### src/verilog/capcmp_regs.svh
`ifndef CAPCMP_REGS_SVH
`define CAPCMP_REGS_SVH

// Register indices; byte address is four times the index
`define IDX_CH1_VALUE        11'h40c
`define IDX_CH1_CONTROL      11'h40e
`define IDX_CH1_TRIGGER      11'h40f
`define IDX_CH2_VALUE        11'h410
`define IDX_CH2_CONTROL      11'h412
`define IDX_CH2_TRIGGER      11'h413
`define IDX_TIMER_SELECT     11'h41f

// Control register fields
`define CTRL_EN_BIT          7
`define CTRL_OUT_BIT         5
`define CTRL_ALIGN_BIT       4
`define CTRL_RESET           8'h00
`define CTRL_WR_MASK         8'h9f

// Trigger select and timer select
`define TRIG_RESET           4'h0
`define TSEL_RESET           8'h05
`define TSEL_SECOND          2'h2

// Mode encodings
`define MODE_OFF             4'h0
`define MODE_TOG_CLR         4'h1
`define MODE_TOGGLE          4'h2
`define MODE_CAP_ANY         4'h3
`define MODE_CAP_FALL        4'h4
`define MODE_CAP_RISE        4'h5
`define MODE_CAP_RISE4       4'h6
`define MODE_CAP_RISE16      4'h7
`define MODE_SET             4'h8
`define MODE_CLEAR           4'h9
`define MODE_PULSE           4'ha
`define MODE_PULSE_CLR       4'hb

// Prescale terminal counts
`define PRESC_LAST4          4'h3
`define PRESC_LAST16         4'hf

`endif

### src/verilog/capcmp_pkg.sv
package capcmp_pkg;
   typedef logic [3:0]  mode_t;
   typedef logic [15:0] value_t;
   typedef logic [9:0]  duty_t;
   typedef enum logic [1:0] {
      CLASS_OFF,
      CLASS_CAPTURE,
      CLASS_COMPARE,
      CLASS_PWM
   } chan_class_e;
endpackage

### src/verilog/capture_compare_pwm_mode_control.sv
`include "capcmp_regs.svh"
`timescale 1ns/100ps
`default_nettype none

module capture_compare_pwm_mode_control (
   // Clock and reset
   input  wire logic                    clk_in,
   input  wire logic                    rst_n_in,
   // APB slave
   input  wire logic                    psel_in,
   input  wire logic                    penable_in,
   input  wire logic                    pwrite_in,
   input  wire logic [12:0]             paddr_in,
   input  wire logic [31:0]             pwdata_in,
   output logic      [31:0]             prdata_out,
   output logic                         pready_out,
   output logic                         pslverr_out,
   // Timers
   input  wire capcmp_pkg::value_t      first_wide_timer_in,
   input  wire capcmp_pkg::value_t      second_wide_timer_in,
   input  wire capcmp_pkg::duty_t       first_narrow_base_in,
   input  wire capcmp_pkg::duty_t       second_narrow_base_in,
   input  wire logic                    first_narrow_period_in,
   input  wire logic                    second_narrow_period_in,
   output logic      [1:0]              wide_timer_clear_out,
   // Trigger sources
   input  wire logic [1:0]              input_remap_pin_in,
   input  wire logic                    comparator_one_result_in,
   input  wire logic                    comparator_two_result_in,
   input  wire logic                    pin_change_interrupt_in,
   input  wire logic [3:0]              logic_cell_result_in,
   // Channel outputs
   output logic      [1:0]              chan_out,
   output logic      [1:0]              chan_irq_flag_out
);
   import capcmp_pkg::*;

   logic [7:0]  ctrl_reg [2];
   logic [3:0]  trig_reg [2];
   value_t      value_reg [2];
   logic [7:0]  tsel_reg;
   logic [1:0]  out_reg;
   logic [1:0]  irq_reg;
   logic [1:0]  clr_req_reg [2];
   logic [31:0] prdata_reg;
   logic        pslverr_reg;
   logic [8:0]  sync1_reg;
   logic [8:0]  sync2_reg;

   // Bus decode
   wire         setup_w   = psel_in & ~penable_in;
   wire         access_w  = psel_in & penable_in;
   wire         wr_w      = access_w & pwrite_in;
   wire [10:0]  idx_w     = paddr_in[12:2];
   wire         al_ok_w   = (paddr_in[1:0] == 2'h0);
   wire         hit_v1_w  = al_ok_w & (idx_w == `IDX_CH1_VALUE);
   wire         hit_c1_w  = al_ok_w & (idx_w == `IDX_CH1_CONTROL);
   wire         hit_t1_w  = al_ok_w & (idx_w == `IDX_CH1_TRIGGER);
   wire         hit_v2_w  = al_ok_w & (idx_w == `IDX_CH2_VALUE);
   wire         hit_c2_w  = al_ok_w & (idx_w == `IDX_CH2_CONTROL);
   wire         hit_t2_w  = al_ok_w & (idx_w == `IDX_CH2_TRIGGER);
   wire         hit_ts_w  = al_ok_w & (idx_w == `IDX_TIMER_SELECT);
   wire         mapped_w  = hit_v1_w | hit_c1_w | hit_t1_w | hit_v2_w |
                            hit_c2_w | hit_t2_w | hit_ts_w;
   wire [1:0]   wr_val_w  = {wr_w & hit_v2_w, wr_w & hit_v1_w};
   wire [1:0]   wr_ctl_w  = {wr_w & hit_c2_w, wr_w & hit_c1_w};
   wire [1:0]   wr_trg_w  = {wr_w & hit_t2_w, wr_w & hit_t1_w};
   wire         wr_ts_w   = wr_w & hit_ts_w;

   wire [7:0]   ctl_rd_w [2];
   assign ctl_rd_w[0] = {ctrl_reg[0][7:6], out_reg[0], ctrl_reg[0][4:0]};
   assign ctl_rd_w[1] = {ctrl_reg[1][7:6], out_reg[1], ctrl_reg[1][4:0]};

   wire [31:0]  rd_mux_w  =
      hit_v1_w ? {16'h0000, value_reg[0]} :
      hit_c1_w ? {24'h000000, ctl_rd_w[0]} :
      hit_t1_w ? {28'h0000000, trig_reg[0]} :
      hit_v2_w ? {16'h0000, value_reg[1]} :
      hit_c2_w ? {24'h000000, ctl_rd_w[1]} :
      hit_t2_w ? {28'h0000000, trig_reg[1]} :
      hit_ts_w ? {24'h000000, tsel_reg} : 32'h00000000;

   // Read data is fetched in the setup cycle so it comes from a flop
   always_ff @(posedge clk_in or negedge rst_n_in) begin
      if (!rst_n_in) begin
         prdata_reg  <= 32'h00000000;
         pslverr_reg <= 1'b0;
      end else if (setup_w) begin
         prdata_reg  <= pwrite_in ? 32'h00000000 : rd_mux_w;
         pslverr_reg <= ~mapped_w;
      end
   end

   assign prdata_out  = prdata_reg;
   assign pslverr_out = pslverr_reg;
   assign pready_out  = 1'b1;

   // Shared timer selection
   always_ff @(posedge clk_in or negedge rst_n_in) begin
      if (!rst_n_in) begin
         tsel_reg <= `TSEL_RESET;
      end else if (wr_ts_w) begin
         tsel_reg <= pwdata_in[7:0];
      end
   end

   // Trigger sources are asynchronous to this clock
   wire [8:0] raw_src_w = {logic_cell_result_in, pin_change_interrupt_in,
                           comparator_two_result_in, comparator_one_result_in,
                           input_remap_pin_in};
   always_ff @(posedge clk_in or negedge rst_n_in) begin
      if (!rst_n_in) begin
         sync1_reg <= 9'h000;
         sync2_reg <= 9'h000;
      end else begin
         sync1_reg <= raw_src_w;
         sync2_reg <= sync1_reg;
      end
   end

   assign wide_timer_clear_out = clr_req_reg[0] | clr_req_reg[1];

   genvar ch;
   generate
      for (ch = 0; ch < 2; ch = ch + 1) begin : g_chan
         logic        src_prev_reg;
         logic [3:0]  presc_reg;
         logic        match_prev_reg;
         duty_t       duty_buf_reg;
         logic        out_next;
         logic        irq_next;
         logic [1:0]  clr_next;

         wire [1:0]   choice_w  = tsel_reg[2*ch +: 2];
         wire         second_w  = (choice_w == `TSEL_SECOND);
         wire         en_w      = ctrl_reg[ch][`CTRL_EN_BIT];
         wire         left_w    = ctrl_reg[ch][`CTRL_ALIGN_BIT];
         wire [3:0]   mode_w    = ctrl_reg[ch][3:0];
         wire         on_w      = en_w & (mode_w != `MODE_OFF);
         wire         is_pwm_w  = (mode_w[3:2] == 2'h3);
         wire         is_cap_w  = (mode_w >= `MODE_CAP_ANY) &
                                  (mode_w <= `MODE_CAP_RISE16);
         chan_class_e cls_w;
         assign cls_w = !on_w ? CLASS_OFF :
                        is_pwm_w ? CLASS_PWM :
                        is_cap_w ? CLASS_CAPTURE : CLASS_COMPARE;

         // Capture source selection
         wire [7:0]   srcs_w    = {sync2_reg[8:4], sync2_reg[3:2], sync2_reg[ch]};
         wire         src_w     = trig_reg[ch][3] ? 1'b0 :
                                  srcs_w[trig_reg[ch][2:0]];
         wire         rise_w    = src_w & ~src_prev_reg;
         wire         fall_w    = ~src_w & src_prev_reg;
         wire         presc_on_w = (mode_w == `MODE_CAP_RISE4) |
                                   (mode_w == `MODE_CAP_RISE16);
         wire [3:0]   presc_last_w = (mode_w == `MODE_CAP_RISE4) ?
                                     `PRESC_LAST4 : `PRESC_LAST16;
         wire         cap_w     = (cls_w == CLASS_CAPTURE) & (
            ((mode_w == `MODE_CAP_ANY) & (rise_w | fall_w)) |
            ((mode_w == `MODE_CAP_FALL) & fall_w) |
            ((mode_w == `MODE_CAP_RISE) & rise_w) |
            (presc_on_w & rise_w & (presc_reg == presc_last_w)));

         // Wide timer for capture and compare
         wire [15:0]  wide_w    = second_w ? second_wide_timer_in :
                                  first_wide_timer_in;
         wire         match_w   = (cls_w == CLASS_COMPARE) &
                                  (wide_w == value_reg[ch]);
         wire         hit_w     = match_w & ~match_prev_reg;

         // Narrow timer and duty for PWM
         wire [9:0]   nbase_w   = second_w ? second_narrow_base_in :
                                  first_narrow_base_in;
         wire         nper_w    = second_w ? second_narrow_period_in :
                                  first_narrow_period_in;
         wire [9:0]   duty_w    = left_w ?
            {value_reg[ch][15:8], value_reg[ch][7:6]} :
            value_reg[ch][9:0];

         always_comb begin
            out_next = out_reg[ch];
            irq_next = 1'b0;
            clr_next = 2'h0;
            case (cls_w)
               CLASS_OFF: begin
                  out_next = 1'b0;
               end
               CLASS_CAPTURE: begin
                  irq_next = cap_w;
               end
               CLASS_COMPARE: begin
                  irq_next = hit_w;
                  if (hit_w) begin
                     case (mode_w)
                        `MODE_SET:       out_next = 1'b1;
                        `MODE_CLEAR:     out_next = 1'b0;
                        `MODE_TOGGLE:    out_next = ~out_reg[ch];
                        `MODE_TOG_CLR: begin
                           out_next = ~out_reg[ch];
                           clr_next = second_w ? 2'h2 : 2'h1;
                        end
                        `MODE_PULSE:     out_next = 1'b1;
                        `MODE_PULSE_CLR: begin
                           out_next = 1'b1;
                           clr_next = second_w ? 2'h2 : 2'h1;
                        end
                        default:         out_next = out_reg[ch];
                     endcase
                  end else if ((mode_w == `MODE_PULSE) |
                               (mode_w == `MODE_PULSE_CLR)) begin
                     out_next = 1'b0;
                  end
               end
               CLASS_PWM: begin
                  irq_next = nper_w;
                  if (nper_w) begin
                     out_next = (duty_w != 10'h000);
                  end else if (nbase_w == duty_buf_reg) begin
                     out_next = 1'b0;
                  end
               end
               default: begin
                  out_next = 1'b0;
               end
            endcase
         end

         always_ff @(posedge clk_in or negedge rst_n_in) begin
            if (!rst_n_in) begin
               ctrl_reg[ch] <= `CTRL_RESET;
               trig_reg[ch] <= `TRIG_RESET;
            end else begin
               if (wr_ctl_w[ch]) begin
                  ctrl_reg[ch] <= pwdata_in[7:0] & `CTRL_WR_MASK;
               end
               if (wr_trg_w[ch]) begin
                  trig_reg[ch] <= pwdata_in[3:0];
               end
            end
         end

         always_ff @(posedge clk_in or negedge rst_n_in) begin
            if (!rst_n_in) begin
               src_prev_reg   <= 1'b0;
               presc_reg      <= 4'h0;
               match_prev_reg <= 1'b0;
               duty_buf_reg   <= 10'h000;
               out_reg[ch]    <= 1'b0;
               irq_reg[ch]    <= 1'b0;
               clr_req_reg[ch] <= 2'h0;
            end else begin
               src_prev_reg   <= src_w;
               match_prev_reg <= match_w;
               out_reg[ch]    <= out_next;
               irq_reg[ch]    <= irq_next;
               clr_req_reg[ch] <= clr_next;
               if (!presc_on_w || cls_w != CLASS_CAPTURE) begin
                  presc_reg <= 4'h0;
               end else if (rise_w) begin
                  presc_reg <= (presc_reg == presc_last_w) ? 4'h0 :
                               presc_reg + 4'h1;
               end
               if (cls_w == CLASS_PWM && nper_w) begin
                  duty_buf_reg <= duty_w;
               end
            end
         end

         // No reset: contents survive every reset
         always_ff @(posedge clk_in) begin
            if (cap_w) begin
               value_reg[ch] <= wide_w;
            end else if (wr_val_w[ch]) begin
               value_reg[ch] <= pwdata_in[15:0];
            end
         end
      end
   endgenerate

   assign chan_out          = out_reg;
   assign chan_irq_flag_out = irq_reg;

endmodule

`default_nettype wire
### config.mk
export PLATFORM = sky130hd
export DESIGN_NAME = capture_compare_pwm_mode_control
export DESIGN_NICKNAME = d
export VERILOG_FILES = /design/src/verilog/capcmp_pkg.sv /design/src/verilog/capture_compare_pwm_mode_control.sv
export VERILOG_INCLUDE_DIRS = /design/src /design/src/verilog
export SDC_FILE = /design/constraint.sdc
export NUM_CORES = 1
export LEC_CHECK = 0
export ABC_AREA = 1
export BUFFER_PORTS_ARGS = -buffer_cell sky130_fd_sc_hd__buf_2
export CAP_MARGIN = 20
export CORE_MARGIN = 1.5
export CORE_UTILIZATION = 30
export DETAILED_ROUTE_END_ITERATION = 10
export SLEW_MARGIN = 15
export SYNTH_ARGS = -nofsm -noshare
export SYNTH_HDL_FRONTEND = slang
export SYNTH_SLANG_ARGS = --single-unit
### constraint.sdc
create_clock -name clk_in -period 4.15 [get_ports clk_in]
set_clock_uncertainty 0.1 [all_clocks]
set_input_delay 0.415 -clock clk_in [delete_from_list [all_inputs] [get_ports clk_in]]
set_output_delay 0.415 -clock clk_in [all_outputs]
set_load 0.005 [all_outputs]
==> results.toml <==
[status]
outcome = "complete, no violations"

[critical_path]
crit_type = "flip-flop to flip-flop"
cp-end-kind = "flip-flop"
start_kind = "flip-flop"
cp.arrival_ps = 3120
crit_path_max_incr_delay_ps = 530
r2r-start = "trig_reg[4]"
reg2regPathDepth = 12
critPathTopFamily = "compound AO/OA/AOI/OAI gates"
critPathMaxFanout = 32
path_cells = "a21oi_1, o21ai_0, nand2_1, o211ai_1, inv_1, ha_1, o31ai_1, a31oi_1, o21ai_1, nand2_1, nand2_2, o21ai_0"
path_buf_inv = 1
required_ps = 4210
rrSetupSlack_ps = 1090
crit_slowest_cell = "dfrtp_1"
r2r_end = "value_reg[0][11]"

[timing]
setup_tns_ps = 0
fmax_ghz = 0.3272
setup_viol = 0
finalCriticalPeriod_ps = 3056
finalHoldViolations = 0
slew_viol_final = 0
fin_hold_ws_ps = 228.6
rsz0062_at_grt = "no"
period_share_pct = 73.65
worst_pin_slew_ps = 781.1
relSlewSlack_pct = 47.93

[detailed_routing]
drt_pre_antenna_iters = 8
drc_errors = 0
wl_per_cell_um = 16.99
via_count = 8493
antenna_left = 0
drt_iter0_markers = 787
routed_wl_mm = 29.45
vias_per_cell = 4.901

[floorplan]
rows = 61
die_area_um2 = 29540
core-area_um2 = 27930
die_x_um = 171.9
die_h_um = 171.9
initial_core_util_pct = 30.63
ios = 153

[yosys]
synth-seq-cells = 135
ys_types = 40
ys_warn_count = 0
post_synth_instance_area_um2 = 8556
synth_cells = 1224
avgSynthCellArea_um2 = 6.990
ys_seq_area_share_pct = 41.39

[cells_and_area]
diodes = 0
largest_reg_flops = 32
syn2layout_area_growth_pct = 18.03
final_area_um2 = 10100
drive_above_1_share_pct = 14.10
nets = 1461

[clocking]
htreeDepth = 4
clock-sinks = 135
postCtsSetupBuffers = 0
cts-root-buf = "clkbuf_16"
cts_buffer_depth = 2
cts_buffers = 17
cts_tree = "done"
clk_latency_ps = 440
cts.reportedPaths.clkPinSlew_ps = 70

[pwr]
vdd_drop_max_mv = 0.1963
powerDensity_nw_per_um2 = 311.4
p_leak_nw = 5.203

[min_path]
hp-start = "pwdata_in[9]"
hold_path_class = "input pin to flip-flop"
min_path_cells = 3
min_to = "value_reg[1][9]"

[place]
placed_area_um2 = 9428
routabilityCongestion = 0.9662
dpl.hpwl_mm = 22.76
portBuffers = 119

[grt]
grt_pass1_vias = 7878
grt_pass1_wl_mm = 44.80
grt_max_degree = 60
antenna_found_initial = 0
grt_overflow = 0
gr-usage-all-layers_pct = 20.60

[flow_run]
cap_violations = 0
[cell families after synthesis]
kind of cell	share of synthesized area, %
xor+xnor	1.536
compound gates	13.56
other cells	0.08778
fa+ha+maj	0.8774
simple gates	31.24
flops	41.39
buf+inv	11.32
[cell usage after synthesis (all sizes together)]
cell type	count	area share [%]
o22ai	12	0.88
a22o	9	0.92
edfxtp	32	11
clkbuf	12	0.53
ha	6	0.88
nor3	7	0.72
xor2	9	0.92
conb	2	0.088
a21oi	25	1.5
nor4	5	0.37
or2	4	0.29
nand3	103	6.0
nand3b	6	0.53
and3	1	0.073
o31ai	3	0.26
dfrtp	101	30
xnor2	6	0.61
o211ai	13	1.1
clkinv	1	0.044
buf	46	3.6
a31oi	5	0.37
dfstp	2	0.61
a211oi	1	0.088
inv	163	7.2
nor2	82	4.0
nand4	13	0.95
o21ai	140	8.3
nand2	414	18
o32a	1	0.12
[metrics by stage]
stage          std cells  total power [W]  worst slack (ps)  utilization, %
5_1_grt             1733         0.003266             825.5           36.15
3_3_place_gp        1691         0.001651              1124           33.75
2_1_floorplan       1239         0.001536              1304               -
3_5_place_dp        1691         0.001654              1091           33.75
4_1_cts             1733         0.003169              1061           36.15
6_report            1733         0.003145              1094           36.15
[final cells by class]
class / instances / area (um^2)
clock buffer: 17 / 425.4
clock inverter: 15 / 145.1
fill: 3006 / 17840
inverter: 164 / 615.6
multi-input combinational: 882 / 4103
sequential: 135 / 3541
tap: 378 / 473.0
timing repair buffer: 142 / 795.8
[worst max-delay path by stage]
stage / from / endpoint / cells after the start
after global placement: trig_reg[4] / value_reg[0][10] / 12
after floorplan: paddr_in[11] / value_reg[0][0] / 7
after CTS: trig_reg[4] / value_reg[0][11] / 12
after detailed placement: trig_reg[4] / value_reg[0][7] / 12
after global routing: trig_reg[4] / value_reg[0][7] / 12
final: trig_reg[4] / value_reg[0][11] / 12
[placed cells by master (no fill, tap or decap), types with 4 or more instances in the layout]
cell type,netlist,layout
xnor2_1,6,6
a31oi_1,5,5
o21ai_1,34,36
dfrtp_1,101,101
inv_6,0,5
nor2_4,4,4
clkbuf_16,0,17
conb_1,2,17
ha_1,6,6
edfxtp_1,32,32
a21oi_1,25,25
xor2_1,9,9
inv_1,158,158
nor4_1,5,5
inv_8,0,7
buf_2,18,118
o21ai_0,103,101
o211ai_1,13,13
buf_4,26,14
nor2_1,75,75
o22ai_1,12,12
a22o_1,9,9
dlygate4sd3_1,0,10
nand3_1,103,103
nand4_1,13,13
inv_2,5,5
nand2_1,411,411
nand3b_1,6,6
[report_power, final]
| group | switching [W] | total (W) | internal [W] |
|---|---|---|---|
| Combinational | 0.000164 | 0.000254 | 0.0000902 |
| Sequential | 0.00000769 | 0.00138 | 0.00137 |
| Clock | 0.000708 | 0.00151 | 0.000801 |
[routing by layer]
metal  track usage, %  routed length (um)  part of all wire, %  vias to the layer above
met5                0                   0                    0                        -
met3            3.548                2365                  8.0                       43
met2            32.78               13130                   45                      389
met4            6.163                 636                  2.2                        0
li1                 -                   -                    -                     4159
met1            28.56               13320                   45                     3902
[worst min-delay path, cell delays in order]
cell	delay, ps
buf_2	80
inv_1	40
o21ai_1	110
[repair_timing]
action	CTS	global route
gates resized for setup	0	0
hold buffers	10	0
endpoints found under the hold margin	19	0
Note: power is estimated with default switching activity, not from simulation.
